### src/include/cca_params.svh
// Register offsets, field positions, reset values and clock selects
`ifndef CCA_PARAMS_SVH
`define CCA_PARAMS_SVH
`define CCA_CTRL       8'h00
`define CCA_STAT       8'h04
`define CCA_MASK       8'h08
`define CCA_TBASE0     8'h10
`define CCA_TBASE1     8'h20
`define CCA_TOFF_CFG   8'h00
`define CCA_TOFF_VAL   8'h04
`define CCA_TOFF_REL   8'h08
`define CCA_CHCFG_RGN  2'h1
`define CCA_CHVAL_RGN  2'h2
`define CCA_CTRL_STAG  0
`define CCA_CTRL_RST   1'h0
`define CCA_TMR_RST    16'h0000
`define CCA_REL_RST    16'h0000
`define CCA_CLK_SIXTH  3'h4
`define CCA_CLK_EXR    3'h5
`define CCA_CLK_EXF    3'h6
`define CCA_CLK_OFF    3'h7
`define CCA_PRE_W      6
`define CCA_STAG_W     3
`endif

### src/include/cca_pkg.sv
// Types shared by the capture/compare array
`default_nettype none
package cca_pkg;
	typedef enum logic [2:0] {
		MODE_OFF,
		MODE_CAP,
		MODE_CMP0,
		MODE_CMP1,
		MODE_CMP2,
		MODE_CMP3
	} cca_mode_e;

	typedef struct packed {
		logic       dbl;
		logic       single;
		logic [1:0] edg;
		logic       tsel;
		cca_mode_e  mode;
	} cca_chcfg_s;

	typedef struct packed {
		logic       run;
		logic [2:0] clksel;
	} cca_tcfg_s;
endpackage : cca_pkg
`default_nettype wire

### src/hdl/cca_sync.sv
// Three-flop input synchroniser with agreement filter and edge pulses
`timescale 1ns/1ps
`default_nettype none
module cca_sync #(
	parameter int W = 1
) (
	input  wire logic         pclk,
	input  wire logic         presetn,
	input  wire logic [W-1:0] din,
	output logic      [W-1:0] lvl_q,
	output logic      [W-1:0] rise_q,
	output logic      [W-1:0] fall_q
);
	logic [W-1:0] s1_q;
	logic [W-1:0] s2_q;
	logic [W-1:0] s3_q;
	logic [W-1:0] chg;

	if (W < 1) begin : g_bad
		$error("cca_sync: W must be at least 1");
	end

	// A change counts once the second and third stages agree
	assign chg = ~(s2_q ^ s3_q) & (s3_q ^ lvl_q);

	always_ff @(posedge pclk or negedge presetn) begin
		if (!presetn) begin
			s1_q   <= '0;
			s2_q   <= '0;
			s3_q   <= '0;
			lvl_q  <= '0;
			rise_q <= '0;
			fall_q <= '0;
		end else begin
			s1_q   <= din;
			s2_q   <= s1_q;
			s3_q   <= s2_q;
			lvl_q  <= lvl_q ^ chg;
			rise_q <= chg & s3_q;
			fall_q <= chg & ~s3_q;
		end
	end
endmodule : cca_sync
`default_nettype wire

### src/hdl/cca_timer.sv
// Reloadable time base with count clock selection
`timescale 1ns/1ps
`default_nettype none
`include "cca_params.svh"
module cca_timer #(
	parameter int TW = 16
) (
	input  wire logic               pclk,
	input  wire logic               presetn,
	input  wire cca_pkg::cca_tcfg_s cfg,
	input  wire logic [3:0]         presc,
	input  wire logic               sixth_general_timer_ovf,
	input  wire logic               ext_rise,
	input  wire logic               ext_fall,
	input  wire logic               stag_ok,
	input  wire logic               wr_val,
	input  wire logic               wr_rel,
	input  wire logic [TW-1:0]      wdata,
	output logic      [TW-1:0]      val_q,
	output logic      [TW-1:0]      rel_q,
	output logic                    upd_q,
	output logic                    ovf_q
);
	import cca_pkg::*;

	logic sel_en;
	logic tick;
	logic wrap;

	if (TW < 2 || TW > 16) begin : g_bad
		$error("cca_timer: TW must lie in 2..16");
	end

	always_comb begin
		unique case (cfg.clksel)
			3'h0, 3'h1, 3'h2, 3'h3: sel_en = presc[cfg.clksel[1:0]];
			`CCA_CLK_SIXTH:         sel_en = sixth_general_timer_ovf;
			`CCA_CLK_EXR:           sel_en = ext_rise;
			`CCA_CLK_EXF:           sel_en = ext_fall;
			`CCA_CLK_OFF:           sel_en = 1'b0;
		endcase
	end

	assign tick = cfg.run & stag_ok & sel_en & ~wr_val;
	assign wrap = &val_q;

	always_ff @(posedge pclk or negedge presetn) begin
		if (!presetn) begin
			val_q <= TW'(`CCA_TMR_RST);
			rel_q <= TW'(`CCA_REL_RST);
			upd_q <= 1'b0;
			ovf_q <= 1'b0;
		end else begin
			if (wr_rel)
				rel_q <= wdata;
			if (wr_val)
				val_q <= wdata;
			else if (tick)
				val_q <= wrap ? rel_q : val_q + 1'b1;
			upd_q <= tick;
			ovf_q <= tick & wrap;
		end
	end
endmodule : cca_timer
`default_nettype wire

### src/hdl/cca_top.sv
// Capture/compare array: APB registers, two time bases, channel array
// Function
// - Up to sixteen channels, one system clock resolution normally.
// - Staggered operation coarsens timing resolution to eight clocks.
// - Two independent 16-bit timers, each with a reload register.
// - Timer count clock: prescaled system clock or sixth timer overflow.
// - Timers may also count external input edges.
// - Each channel picks its timer and capture or compare use.
// - Each channel owns one pin: capture input or compare output.
// - Capture latches the assigned timer value on a pin event.
// - Every capture raises that channel's interrupt request.
// - Capture edge per channel: rising, falling or both.
// - Compare channels match their timer continuously; act on equality.
// - Mode 0: interrupt only, several matches per period.
// - Mode 1: pin toggles on every match.
// - Mode 2: interrupt only, one per timer period.
// - Mode 3: pin set on match, cleared on timer overflow.
// - Double register: two channels toggle one shared pin.
// - Single event option limits a channel to one edge or pulse.
//
// Decided for this implementation: the APB interface to the registers and the register addresses.
`timescale 1ns/1ps
`default_nettype none
`include "cca_params.svh"
module cca_top #(
	parameter int NCH = 16
) (
	input  wire logic           pclk,
	input  wire logic           presetn,
	input  wire logic           psel,
	input  wire logic           penable,
	input  wire logic           pwrite,
	input  wire logic [7:0]     paddr,
	input  wire logic [31:0]    pwdata,
	output logic      [31:0]    prdata,
	output logic                pready,
	output logic                pslverr,
	input  wire logic [NCH-1:0] pin_i,
	output logic      [NCH-1:0] pin_o,
	output logic      [NCH-1:0] pin_oe_n,
	input  wire logic           sixth_general_timer_ovf,
	input  wire logic [1:0]     ext_cnt_i,
	output logic                irq
);
	import cca_pkg::*;

	localparam int SW = NCH + 2;
	localparam int HALF = NCH / 2;

	if (NCH < 2 || NCH > 16 || (NCH % 2) != 0) begin : g_bad
		$error("cca_top: NCH must be even and lie in 2..16");
	end

	// Bus side
	logic            setup;
	logic            wr_en;
	logic [31:0]     rd_mux;
	logic            hit;
	logic [31:0]     prdata_q;
	logic            err_q;
	logic            a_ctrl;
	logic            a_stat;
	logic            a_mask;
	logic [1:0]      a_tcfg;
	logic [1:0]      a_tval;
	logic [1:0]      a_trel;
	logic            a_chcfg;
	logic            a_chval;
	logic [3:0]      ch_idx;
	logic            ch_ok;

	// Control and interrupt state
	logic            ctrl_q;
	logic [SW-1:0]   stat_q;
	logic [SW-1:0]   stat_d;
	logic [SW-1:0]   mask_q;
	logic [SW-1:0]   stat_set;
	logic [SW-1:0]   stat_clr;

	// Time bases
	cca_tcfg_s       tcfg_q [2];
	logic [1:0][15:0] tval;
	logic [1:0][15:0] trel;
	logic [1:0]      tupd;
	logic [1:0]      tovf;
	logic [`CCA_PRE_W-1:0]  pre_q;
	logic [`CCA_STAG_W-1:0] slot_q;
	logic [3:0]      presc;
	logic            stag_ok;

	// Synchronised pins and count inputs
	logic [SW-1:0]   in_lvl;
	logic [SW-1:0]   in_rise;
	logic [SW-1:0]   in_fall;

	// Channel results
	logic [NCH-1:0]  match_v;
	logic [NCH-1:0]  ev_v;
	logic [NCH-1:0][7:0]  cfg_rd;
	logic [NCH-1:0][15:0] cc_rd;

	// Zero wait state slave: read data is latched in the setup cycle
	assign setup   = psel & ~penable;
	assign wr_en   = psel & penable & pwrite & hit;
	assign pready  = penable;
	assign prdata  = prdata_q;
	assign pslverr = penable & err_q;

	assign a_ctrl  = paddr == `CCA_CTRL;
	assign a_stat  = paddr == `CCA_STAT;
	assign a_mask  = paddr == `CCA_MASK;
	assign a_tcfg[0] = paddr == `CCA_TBASE0 + `CCA_TOFF_CFG;
	assign a_tval[0] = paddr == `CCA_TBASE0 + `CCA_TOFF_VAL;
	assign a_trel[0] = paddr == `CCA_TBASE0 + `CCA_TOFF_REL;
	assign a_tcfg[1] = paddr == `CCA_TBASE1 + `CCA_TOFF_CFG;
	assign a_tval[1] = paddr == `CCA_TBASE1 + `CCA_TOFF_VAL;
	assign a_trel[1] = paddr == `CCA_TBASE1 + `CCA_TOFF_REL;
	assign ch_idx  = paddr[5:2];
	assign ch_ok   = ({1'b0, ch_idx} < 5'(NCH)) & (paddr[1:0] == 2'h0);
	assign a_chcfg = (paddr[7:6] == `CCA_CHCFG_RGN) & ch_ok;
	assign a_chval = (paddr[7:6] == `CCA_CHVAL_RGN) & ch_ok;
	assign hit = a_ctrl | a_stat | a_mask | (|a_tcfg) | (|a_tval)
		| (|a_trel) | a_chcfg | a_chval;

	assign rd_mux =
		a_ctrl    ? 32'(ctrl_q) :
		a_stat    ? 32'(stat_q) :
		a_mask    ? 32'(mask_q) :
		a_tcfg[0] ? 32'(tcfg_q[0]) :
		a_tval[0] ? 32'(tval[0]) :
		a_trel[0] ? 32'(trel[0]) :
		a_tcfg[1] ? 32'(tcfg_q[1]) :
		a_tval[1] ? 32'(tval[1]) :
		a_trel[1] ? 32'(trel[1]) :
		a_chcfg   ? 32'(cfg_rd[ch_idx]) :
		a_chval   ? 32'(cc_rd[ch_idx]) :
		32'h0000_0000;

	always_ff @(posedge pclk or negedge presetn) begin
		if (!presetn) begin
			prdata_q <= 32'h0000_0000;
			err_q    <= 1'b0;
		end else if (setup) begin
			prdata_q <= pwrite ? 32'h0000_0000 : rd_mux;
			err_q    <= ~hit;
		end
	end

	// Control, mask and timer configuration registers
	always_ff @(posedge pclk or negedge presetn) begin
		if (!presetn) begin
			ctrl_q    <= `CCA_CTRL_RST;
			mask_q    <= '0;
			tcfg_q[0] <= '0;
			tcfg_q[1] <= '0;
		end else if (wr_en) begin
			if (a_ctrl)
				ctrl_q <= pwdata[`CCA_CTRL_STAG];
			if (a_mask)
				mask_q <= pwdata[SW-1:0];
			if (a_tcfg[0])
				tcfg_q[0] <= cca_tcfg_s'(pwdata[3:0]);
			if (a_tcfg[1])
				tcfg_q[1] <= cca_tcfg_s'(pwdata[3:0]);
		end
	end

	// Sticky status: a new event beats a write-one clear in the same cycle
	assign stat_set = {tovf, ev_v};
	assign stat_clr = (wr_en & a_stat) ? pwdata[SW-1:0] : '0;
	assign stat_d   = (stat_q & ~stat_clr) | stat_set;
	assign irq      = |(stat_q & mask_q);

	always_ff @(posedge pclk or negedge presetn) begin
		if (!presetn)
			stat_q <= '0;
		else
			stat_q <= stat_d;
	end

	assign presc[0] = 1'b1;
	assign presc[1] = &pre_q[1:0];
	assign presc[2] = &pre_q[3:0];
	assign presc[3] = &pre_q;
	assign stag_ok  = ~ctrl_q | (slot_q == '0);

	always_ff @(posedge pclk or negedge presetn) begin
		if (!presetn) begin
			pre_q  <= '0;
			slot_q <= '0;
		end else begin
			pre_q  <= pre_q + 1'b1;
			slot_q <= slot_q + 1'b1;
		end
	end

	cca_sync #(
		.W (SW)
	) u_sync (
		.pclk    (pclk),
		.presetn (presetn),
		.din     ({ext_cnt_i, pin_i}),
		.lvl_q   (in_lvl),
		.rise_q  (in_rise),
		.fall_q  (in_fall)
	);

	for (genvar t = 0; t < 2; t++) begin : g_tmr
		cca_timer #(
			.TW (16)
		) u_tmr (
			.pclk     (pclk),
			.presetn  (presetn),
			.cfg      (tcfg_q[t]),
			.presc    (presc),
			.sixth_general_timer_ovf (sixth_general_timer_ovf),
			.ext_rise (in_rise[NCH+t]),
			.ext_fall (in_fall[NCH+t]),
			.stag_ok  (stag_ok),
			.wr_val   (wr_en & a_tval[t]),
			.wr_rel   (wr_en & a_trel[t]),
			.wdata    (pwdata[15:0]),
			.val_q    (tval[t]),
			.rel_q    (trel[t]),
			.upd_q    (tupd[t]),
			.ovf_q    (tovf[t])
		);
	end

	for (genvar i = 0; i < NCH; i++) begin : g_ch
		cca_chcfg_s  cfg_q;
		logic [15:0] cc_q;
		logic        pin_q;
		logic        armed_q;
		logic        done_q;
		logic [15:0] tv;
		logic        tu;
		logic        tov;
		logic        is_cmp;
		logic        once;
		logic        dbl_ok;
		logic        pm;
		logic        acc;
		logic        tog;
		logic        cap;
		logic        set_p;
		logic        clr_p;
		logic        wr_cfg;
		logic        wr_val;

		assign wr_cfg = wr_en & a_chcfg & (ch_idx == 4'(i));
		assign wr_val = wr_en & a_chval & (ch_idx == 4'(i));

		assign tv  = cfg_q.tsel ? tval[1] : tval[0];
		assign tu  = cfg_q.tsel ? tupd[1] : tupd[0];
		assign tov = cfg_q.tsel ? tovf[1] : tovf[0];

		assign is_cmp = cfg_q.mode inside {MODE_CMP0, MODE_CMP1, MODE_CMP2,
			MODE_CMP3};
		assign once   = cfg_q.mode inside {MODE_CMP2, MODE_CMP3};

		// match on each new timer value
		assign match_v[i] = is_cmp & tu & (tv == cc_q);

		// partner in upper half shares this pin
		assign dbl_ok = cfg_q.dbl & is_cmp & (i < HALF);
		assign pm = dbl_ok & match_v[(i + HALF) % NCH];

		// accepted match, once per period in 2 and 3
		assign acc = match_v[i] & ~done_q & (~once | armed_q);
		// toggle in mode 1 or double register
		assign tog = ~done_q & (((cfg_q.mode == MODE_CMP1) & match_v[i])
			| (dbl_ok & (match_v[i] | pm)));
		// set on match, clear on overflow
		assign set_p = acc & (cfg_q.mode == MODE_CMP3);
		assign clr_p = tov & (cfg_q.mode == MODE_CMP3);

		assign cap = (cfg_q.mode == MODE_CAP)
			& ((cfg_q.edg[0] & in_rise[i]) | (cfg_q.edg[1] & in_fall[i]));

		assign ev_v[i] = cap | acc;

		// pin driven only while it serves as an output
		assign pin_o[i]    = pin_q;
		assign pin_oe_n[i] = ~((cfg_q.mode inside {MODE_CMP1, MODE_CMP3})
			| dbl_ok);
		assign cfg_rd[i]   = cfg_q;
		assign cc_rd[i]    = cc_q;

		always_ff @(posedge pclk or negedge presetn) begin
			if (!presetn) begin
				cfg_q   <= '0;
				cc_q    <= '0;
				pin_q   <= 1'b0;
				armed_q <= 1'b1;
				done_q  <= 1'b0;
			end else begin
				if (wr_cfg)
					cfg_q <= cca_chcfg_s'(pwdata[7:0]);
				// capture wins over a software write
				if (cap)
					cc_q <= tv;
				else if (wr_val)
					cc_q <= pwdata[15:0];
				armed_q <= wr_cfg | tov | (armed_q & ~acc);
				// single event latch, freed by reconfiguring
				done_q <= ~wr_cfg & (done_q | (cfg_q.single & (acc | tog)));
				if (set_p)
					pin_q <= 1'b1;
				else if (clr_p)
					pin_q <= 1'b0;
				else if (tog)
					pin_q <= ~pin_q;
			end
		end
	end
endmodule : cca_top
`default_nettype wire

### config.mk
export PLATFORM = sky130hd
export DESIGN_NAME = cca_top
export DESIGN_NICKNAME = d
export VERILOG_FILES = /design/src/include/cca_pkg.sv /design/src/hdl/cca_sync.sv /design/src/hdl/cca_timer.sv /design/src/hdl/cca_top.sv
export VERILOG_INCLUDE_DIRS = /design/src /design/src/include
export SDC_FILE = /design/constraint.sdc
export NUM_CORES = 2
export LEC_CHECK = 0
export ABC_AREA = 1
export BUFFER_PORTS_ARGS = -buffer_cell sky130_fd_sc_hd__buf_2
export CORE_MARGIN = 2
export CORE_UTILIZATION = 45
export CTS_BUF_LIST = sky130_fd_sc_hd__clkbuf_2
export CTS_CLUSTER_DIAMETER = 30
export DETAILED_ROUTE_END_ITERATION = 8
export GPL_TIMING_DRIVEN = 1
export HOLD_SLACK_MARGIN = 0.15
export PLACE_DENSITY_LB_ADDON = 0.05
export SLEW_MARGIN = 30
export SYNTH_ARGS = -nofsm -noshare
export SYNTH_HDL_FRONTEND = slang
export SYNTH_SLANG_ARGS = --single-unit
export TNS_END_PERCENT = 10
### constraint.sdc
create_clock -name pclk -period 2.6 [get_ports pclk]
set_input_delay 0.39 -clock pclk [delete_from_list [all_inputs] [get_ports pclk]]
set_output_delay 0.39 -clock pclk [all_outputs]
set_load 0.02 [all_outputs]
* Word level (Yosys, flattened, before mapping)
Cells that the tools add are included.
** Word-level totals
- Register bits after elaboration :: 695
- Bits of input ports :: 64
- Output and inout bits :: 67
- Logic and storage cells :: 1130
** Operators by class
- $add $sub $neg :: 4
- Order comparisons :: 3
- Equal/unequal tests :: 135
- Muxes and demuxes :: 157
- Bitwise gates (word level) :: 559
- Reduce and logical (&&, ||, !) cells :: 103
** Operators with widths (count)
- $mux 16 :: 63
- $and 1x1->1 :: 302
- $eq 16x16->1 :: 16
- $or 1x1->1 :: 144
- $eq 3x3->1 const B :: 40
- $eq 3x2->1 const B :: 36
- $not 1->1 :: 101
- $reduce_bool 2->1 :: 50
- $and 18x18->18 :: 5
- $mux 18 :: 5
- $mux 1 :: 82
- $bmux 16 s4 :: 1
- $reduce_bool 4->1 :: 16
- $eq 3x1->1 const B :: 18
- $not 18->18 :: 3
- $xor 18x18->18 :: 3
- $reduce_bool 3->1 :: 16
- $add 16x1->16 const B :: 2
- $bmux 8 s4 :: 1
- $eq 4x4->1 const B :: 8
- $reduce_and 16->1 :: 2
- $eq 8x5->1 const B :: 3
- $eq 8x6->1 const B :: 3
- $or 18x18->18 :: 1
- 24 further kinds :: 40

* Logic depth before layout (Yosys ltp)
- Depth in word-level cells :: 14
- Gate-level depth with buffers :: 18

* Hierarchy
From an unflattened synthesis, not the netlist that was laid out.
** Unflattened totals
- Cells, all modules :: 6312
- Area, all modules :: 42772.3 µm²
** By module, submodules not included
- cca_top :: instances 1, cells an instance 5498, area an instance 35262.6 µm²
- cca_sync :: instances 1, cells an instance 216, area an instance 3153.0 µm²
- cca_timer (g_tmr[1].u_tmr) :: instances 1, cells an instance 298, area an instance 2197.1 µm²
- cca_timer (g_tmr[0].u_tmr) :: instances 1, cells an instance 300, area an instance 2159.6 µm²

* Least setup slack after synthesis
Ideal clock, no wire load.
- Kind :: input -> register
- Start point :: input paddr[2]
- End point :: register g_ch[2].cc_q[0]
- Library setup time :: 66 ps
- Arrival time :: 2209 ps
- Data required time :: 2534 ps
- Path slack :: 325 ps
- Cell stages on the path :: 16
- Buffers on the path :: 3
- Path through :: buf_4 > nor2_4 > nand2_1 > nor2_2 > nor4_1 > nand3_2 > nand2_4 > inv_4 > nand2_1 > inv_4 > buf_6 > nand2_1 > nand2_1 > buf_2 > nand2_1 > nand2_1
** On the way
- Word-level cells in the longest chain between the ends :: 12
- Elaborated cells on any way between the ends :: 24
- Those cells by class :: 9 x eq/ne; 10 x bitwise; 5 x reduce/logical
** Ends and longest elaborated chain
- start, declared :: line cca_top.sv:33 : input wire logic [7:0] paddr,
- $eq 8x3->1 (no line) or $logic_not 8->1 (tied branches)
- $or 1x1->1 (4 in a row) :: line cca_top.sv:122 : assign hit = a_ctrl | a_stat | a_mask | (|a_tcfg) | (|a_tval)
- $or 1x1->1 (3 in a row) :: line cca_top.sv:123 : | (|a_trel) | a_chcfg | a_chval;
- $and 1x1->1 :: line cca_top.sv:104 : assign wr_en = psel & penable & pwrite & hit;
- $and 1x1->1 :: line cca_top.sv:252 : assign wr_val = wr_en & a_chval & (ch_idx == 4'(i));
- $and 1x1->1 * :: line cca_top.sv:252
- $reduce_bool 2->1 (no line) *
- end signal, assigned :: line cca_top.sv:302 : cc_q <= tv;
- end signal, assigned :: line cca_top.sv:304 : cc_q <= pwdata[15:0];
- end, declared :: line cca_top.sv:232 : logic [15:0] cc_q;
Every way passes the cells marked *; elsewhere a longest branch is shown, timed or not.
A chain may end at the register's enable or synchronous reset.

* Worst setup path after layout
- Start point :: register stat_q[7]
- End point :: output irq
** On the way
- Word-level cells in the longest chain between the ends :: 2
** Ends and longest elaborated chain
- start, declared :: line cca_top.sv:74 : logic [SW-1:0] stat_q;
- start signal, assigned :: line cca_top.sv:178 : stat_q <= stat_d;
- $and 18x18->18 :: line cca_top.sv:172 : assign irq = |(stat_q & mask_q);
- $reduce_or 18->1 :: line cca_top.sv:172
- end, declared :: line cca_top.sv:43 : output logic irq
No other way between the ends.

==> key figures <==
Hold path
  • Min-Delay Path Class: in2reg

Timing
  • Final setup viols: 19
  • Final hold viol count: 0
  • Tmin final: 3.37 ns
  • Worst-Margin Slew: 1.08 ns
  • Final worst path period share: 1.30
  • Clock Skew: 0.0812 ns
  • Final WS setup: -0.768 ns
  • Worst slew margin: 0.281
  • Total negative setup slack: -6.40 ns
  • RSZ-0062 raised after global routing: yes
  • Final hold slack: 0.219 ns
  • Max Clock Freq: 0.297 GHz
  • Fin. max-slew vios: 0

Synth
  • Post-Synthesis Cells: 6006
  • Post-synthesis cell type count: 50
  • Yosys reg bits: 681
  • Number of synthesized flops with an enable pin: 0
  • Ys async rst share: 1.00
  • Mapped cell area: 41100 um^2
  • Top_reg_cell synth: dfrtp_1
  • Seq/Total Area, Yosys: 0.415
  • YS warnings: 0
  • Average size of a mapped cell: 6.85 um^2

Clock network
  • Clock Latency Late Sink: 1.59 ns
  • CTS tree: built
  • Clock Sinks: 681
  • Htree depth: 4
  • Root Driver: clkbuf_2
  • Clock Path Buffers: 3
  • TritonCTS buffer count: 206
  • Reg clk slew, reported paths: 0.10 ns

Placement
  • PortBufs: 102
  • Gpl congestion: 1.07
  • Place WS: -0.450 ns
  • Placed instance count: 7562
  • Hpwl dp: 147000 um

Critical path
  • Critical path buffers and inverters: 2
  • Max incr delay on CP: 0.51 ns
  • CP Launch Type: flip-flop
  • Crit path max-delay family: flip-flops
  • CP Class: reg2out
  • Crit-path cells: inv_1 > o22ai_2 > nor4_4 > o2111ai_2 > buf_6
  • CP Data Required Time: 2.21 ns
  • Worst EP arrival: 2.98 ns
  • Crit-path slowest cell: dfrtp_1
  • CP Max Fanout: 2
  • Setup crit end kind: output port

Routing
  • Drt first pass iters: 8
  • First DRT Iteration DRCs: 6911
  • Final ANT Viol Nets: 0
  • Total wire length: 207000 um
  • Remaining DRCs: 0
  • Routed vias/inst: 5.77
  • DR WL/cell: 25.3 um
  • Via count: 47236

Power and ir drop
  • P_leak: ~0.025 uW
  • Power per cell area: 453 nW/um^2
  • Final Power: 23900 uW
  • Peak VDD IR: around 0.00045 V

Die
  • I/O Pins: 131
  • # rows: 110
  • CORE AREA: 90300 um^2
  • Die ar.: 93800 um^2
  • Starting Density: 0.456
  • Width of the die: 306 um
  • Die height: between 300 and 400 um

Status
  • Status: finished, violations left
  • Failing checks: setup timing

Layout
  • Area growth syn-to-layout: 28.3%
  • Layout cells sized above 1: 0.200
  • Filler cell count: 8714
  • FF+latch area: ~17000 um^2
  • Most frequent cells in the layout: 2067 x nand2_1, 853 x o21ai_0, 637 x dfrtp_1
  • Fin nets: between 6000 and 7000
  • Commonest non-fill, non-tap cell in the layout: nand2_1
  • Post-Layout Cell Count: 8185
  • Multi-input gate area: 21200 um^2

Job
  • Max-cap viol count: 0

Global routing
  • Initial antenna violation count: 19
  • GRT Total Usage: 0.438
  • First-pass GRT wire length: 296000 um
  • Largest net degree at the start of global routing: 71
  • Total grt overflow: 0
  • Vias in the first global route: 43260
## report_power, final
group	internal (uW)	switching, uW	total (uW)
Sequential	10800	113	10900
Clock	4160	5280	9440
Combinational	1230	2390	3610
Total	16100	7780	23900
## metal layers
layer | share of wire | routed length, um | track usage
met5 | 0.00048 | 99 | 0
met4 | 0.063 | 13100 | 0.243
met3 | 0.13 | 26700 | 0.123
met2 | 0.41 | 84500 | 0.623
met1 | 0.40 | 82800 | 0.598
## logic make-up after synthesis
logic type / Yosys count / synth area share
AOI/OAI and AO/OA: 1383 / 0.181
xor gates and xnor gates: 121 / 0.0258
adders and majority gates: 5 / 0.00152
buffers and inverters: 854 / 0.0837
DFF: 681 / 0.415
other: 1 / 0.0000912
and+or+nand+nor: 2961 / 0.293
## layout make-up
type,count,area share
Antenna cell,12,0.000569
Inverter,464,0.0336
Multi-Input combinational cell,4484,0.402
Timing Repair Buffer,995,0.172
Clock inverter,96,0.0137
Tap cell,1176,0.0279
Clock buffer,276,0.0262
Sequential cell,681,0.324
Timing Repair inverter,1,0.000142
## flip-flops by register name, indices dropped and copies added, names as in the netlist, named ones only
signal and count:
stat_q 18, g_tmr.u_tmr.val_q 32, g_ch.pin_q 16, ctrl_q 1, u_sync.fall_q 18, tcfg_q 8
mask_q 18, err_q 1, g_tmr.u_tmr.ovf_q 2, u_sync.rise_q 18, g_tmr.u_tmr.rel_q 32, u_sync.s3_q 18
u_sync.s2_q 18, g_ch.done_q 16, pre_q 6, cfg_rd 128, g_ch.armed_q 16, prdata 18
slot_q 3, g_ch.cc_q 256, u_sync.s1_q 18, g_tmr.u_tmr.upd_q 2
## per-stage QoR
step                area, um^2   util
global placement         47700  0.528
CTS                      52300  0.579
detailed placement       47700  0.528
floorplan                41200      -
global route             52700  0.584
finish                   52800  0.584
## cells in the mapped netlist (3+ instances only)
master / count / area, um^2
nand2_1: 2098 / 7880
o21ai_0: 900 / 4500
dfrtp_1: 665 / 16600
inv_1: 450 / 1690
nor2_1: 321 / 1200
clkbuf_1: 293 / 1100
nand3_1: 271 / 1360
o21ai_1: 129 / 646
a21oi_1: 124 / 621
xor2_1: 93 / 815
nor3_1: 90 / 450
nand4_1: 87 / 544
o22ai_1: 84 / 526
a22oi_1: 53 / 398
buf_4: 48 / 360
buf_2: 34 / 170
o211ai_1: 31 / 233
or2_2: 29 / 181
xnor2_1: 28 / 245
a22o_1: 20 / 175
o21a_1: 18 / 135
dfstp_2: 16 / 420
buf_1: 14 / 52.6
nand2_2: 11 / 68.8
nand3b_1: 11 / 82.6
and3_1: 10 / 62.6
nor2_2: 8 / 50.1
o31ai_1: 8 / 60.1
and2_1: 6 / 37.5
clkinv_1: 6 / 22.5
inv_2: 6 / 22.5
nor4_1: 6 / 37.5
ha_1: 5 / 62.6
nand2b_1: 4 / 25.0
o221ai_1: 4 / 35.0
a211oi_1: 3 / 22.5
o2111ai_1: 3 / 26.3
o21bai_1: 3 / 22.5
## worst register-to-register path, delay by kind of cell (launching register included)
kind / cells / cell delay [ns]
buffers and inverters: 13 / 1.60
and+or+nand+nor: 13 / 0.89
DFF: 1 / 0.42
## final timing paths
check | endpoint | slack [ns] | from | depth (start not counted)
max in group asynchronous | cfg_rd[10] | 1.05 | presetn | 6
min | mask_q[3] | 0.22 | pwrite | 10
min reg2reg | u_sync.s2_q[6] | 0.35 | u_sync.s1_q[6] | 0
min in group asynchronous | async pin | 0.46 | presetn | 5
max | irq | -0.77 | stat_q[7] | 5
max reg2reg | prdata[2] | -0.37 | cfg_rd[42] | 26
## repair_timing
item | 4_1_cts | 5_1_grt
hold buffers | 151 | 6
gates resized for setup | 124 | 159
setup endpoints to repair | 62 | 540
setup buffers | 76 | 27
endpoints found under the hold margin | 1247 | 109
gates cloned | 0 | 1
pin swaps | 24 | 31
(Power assumes the default switching activity.)
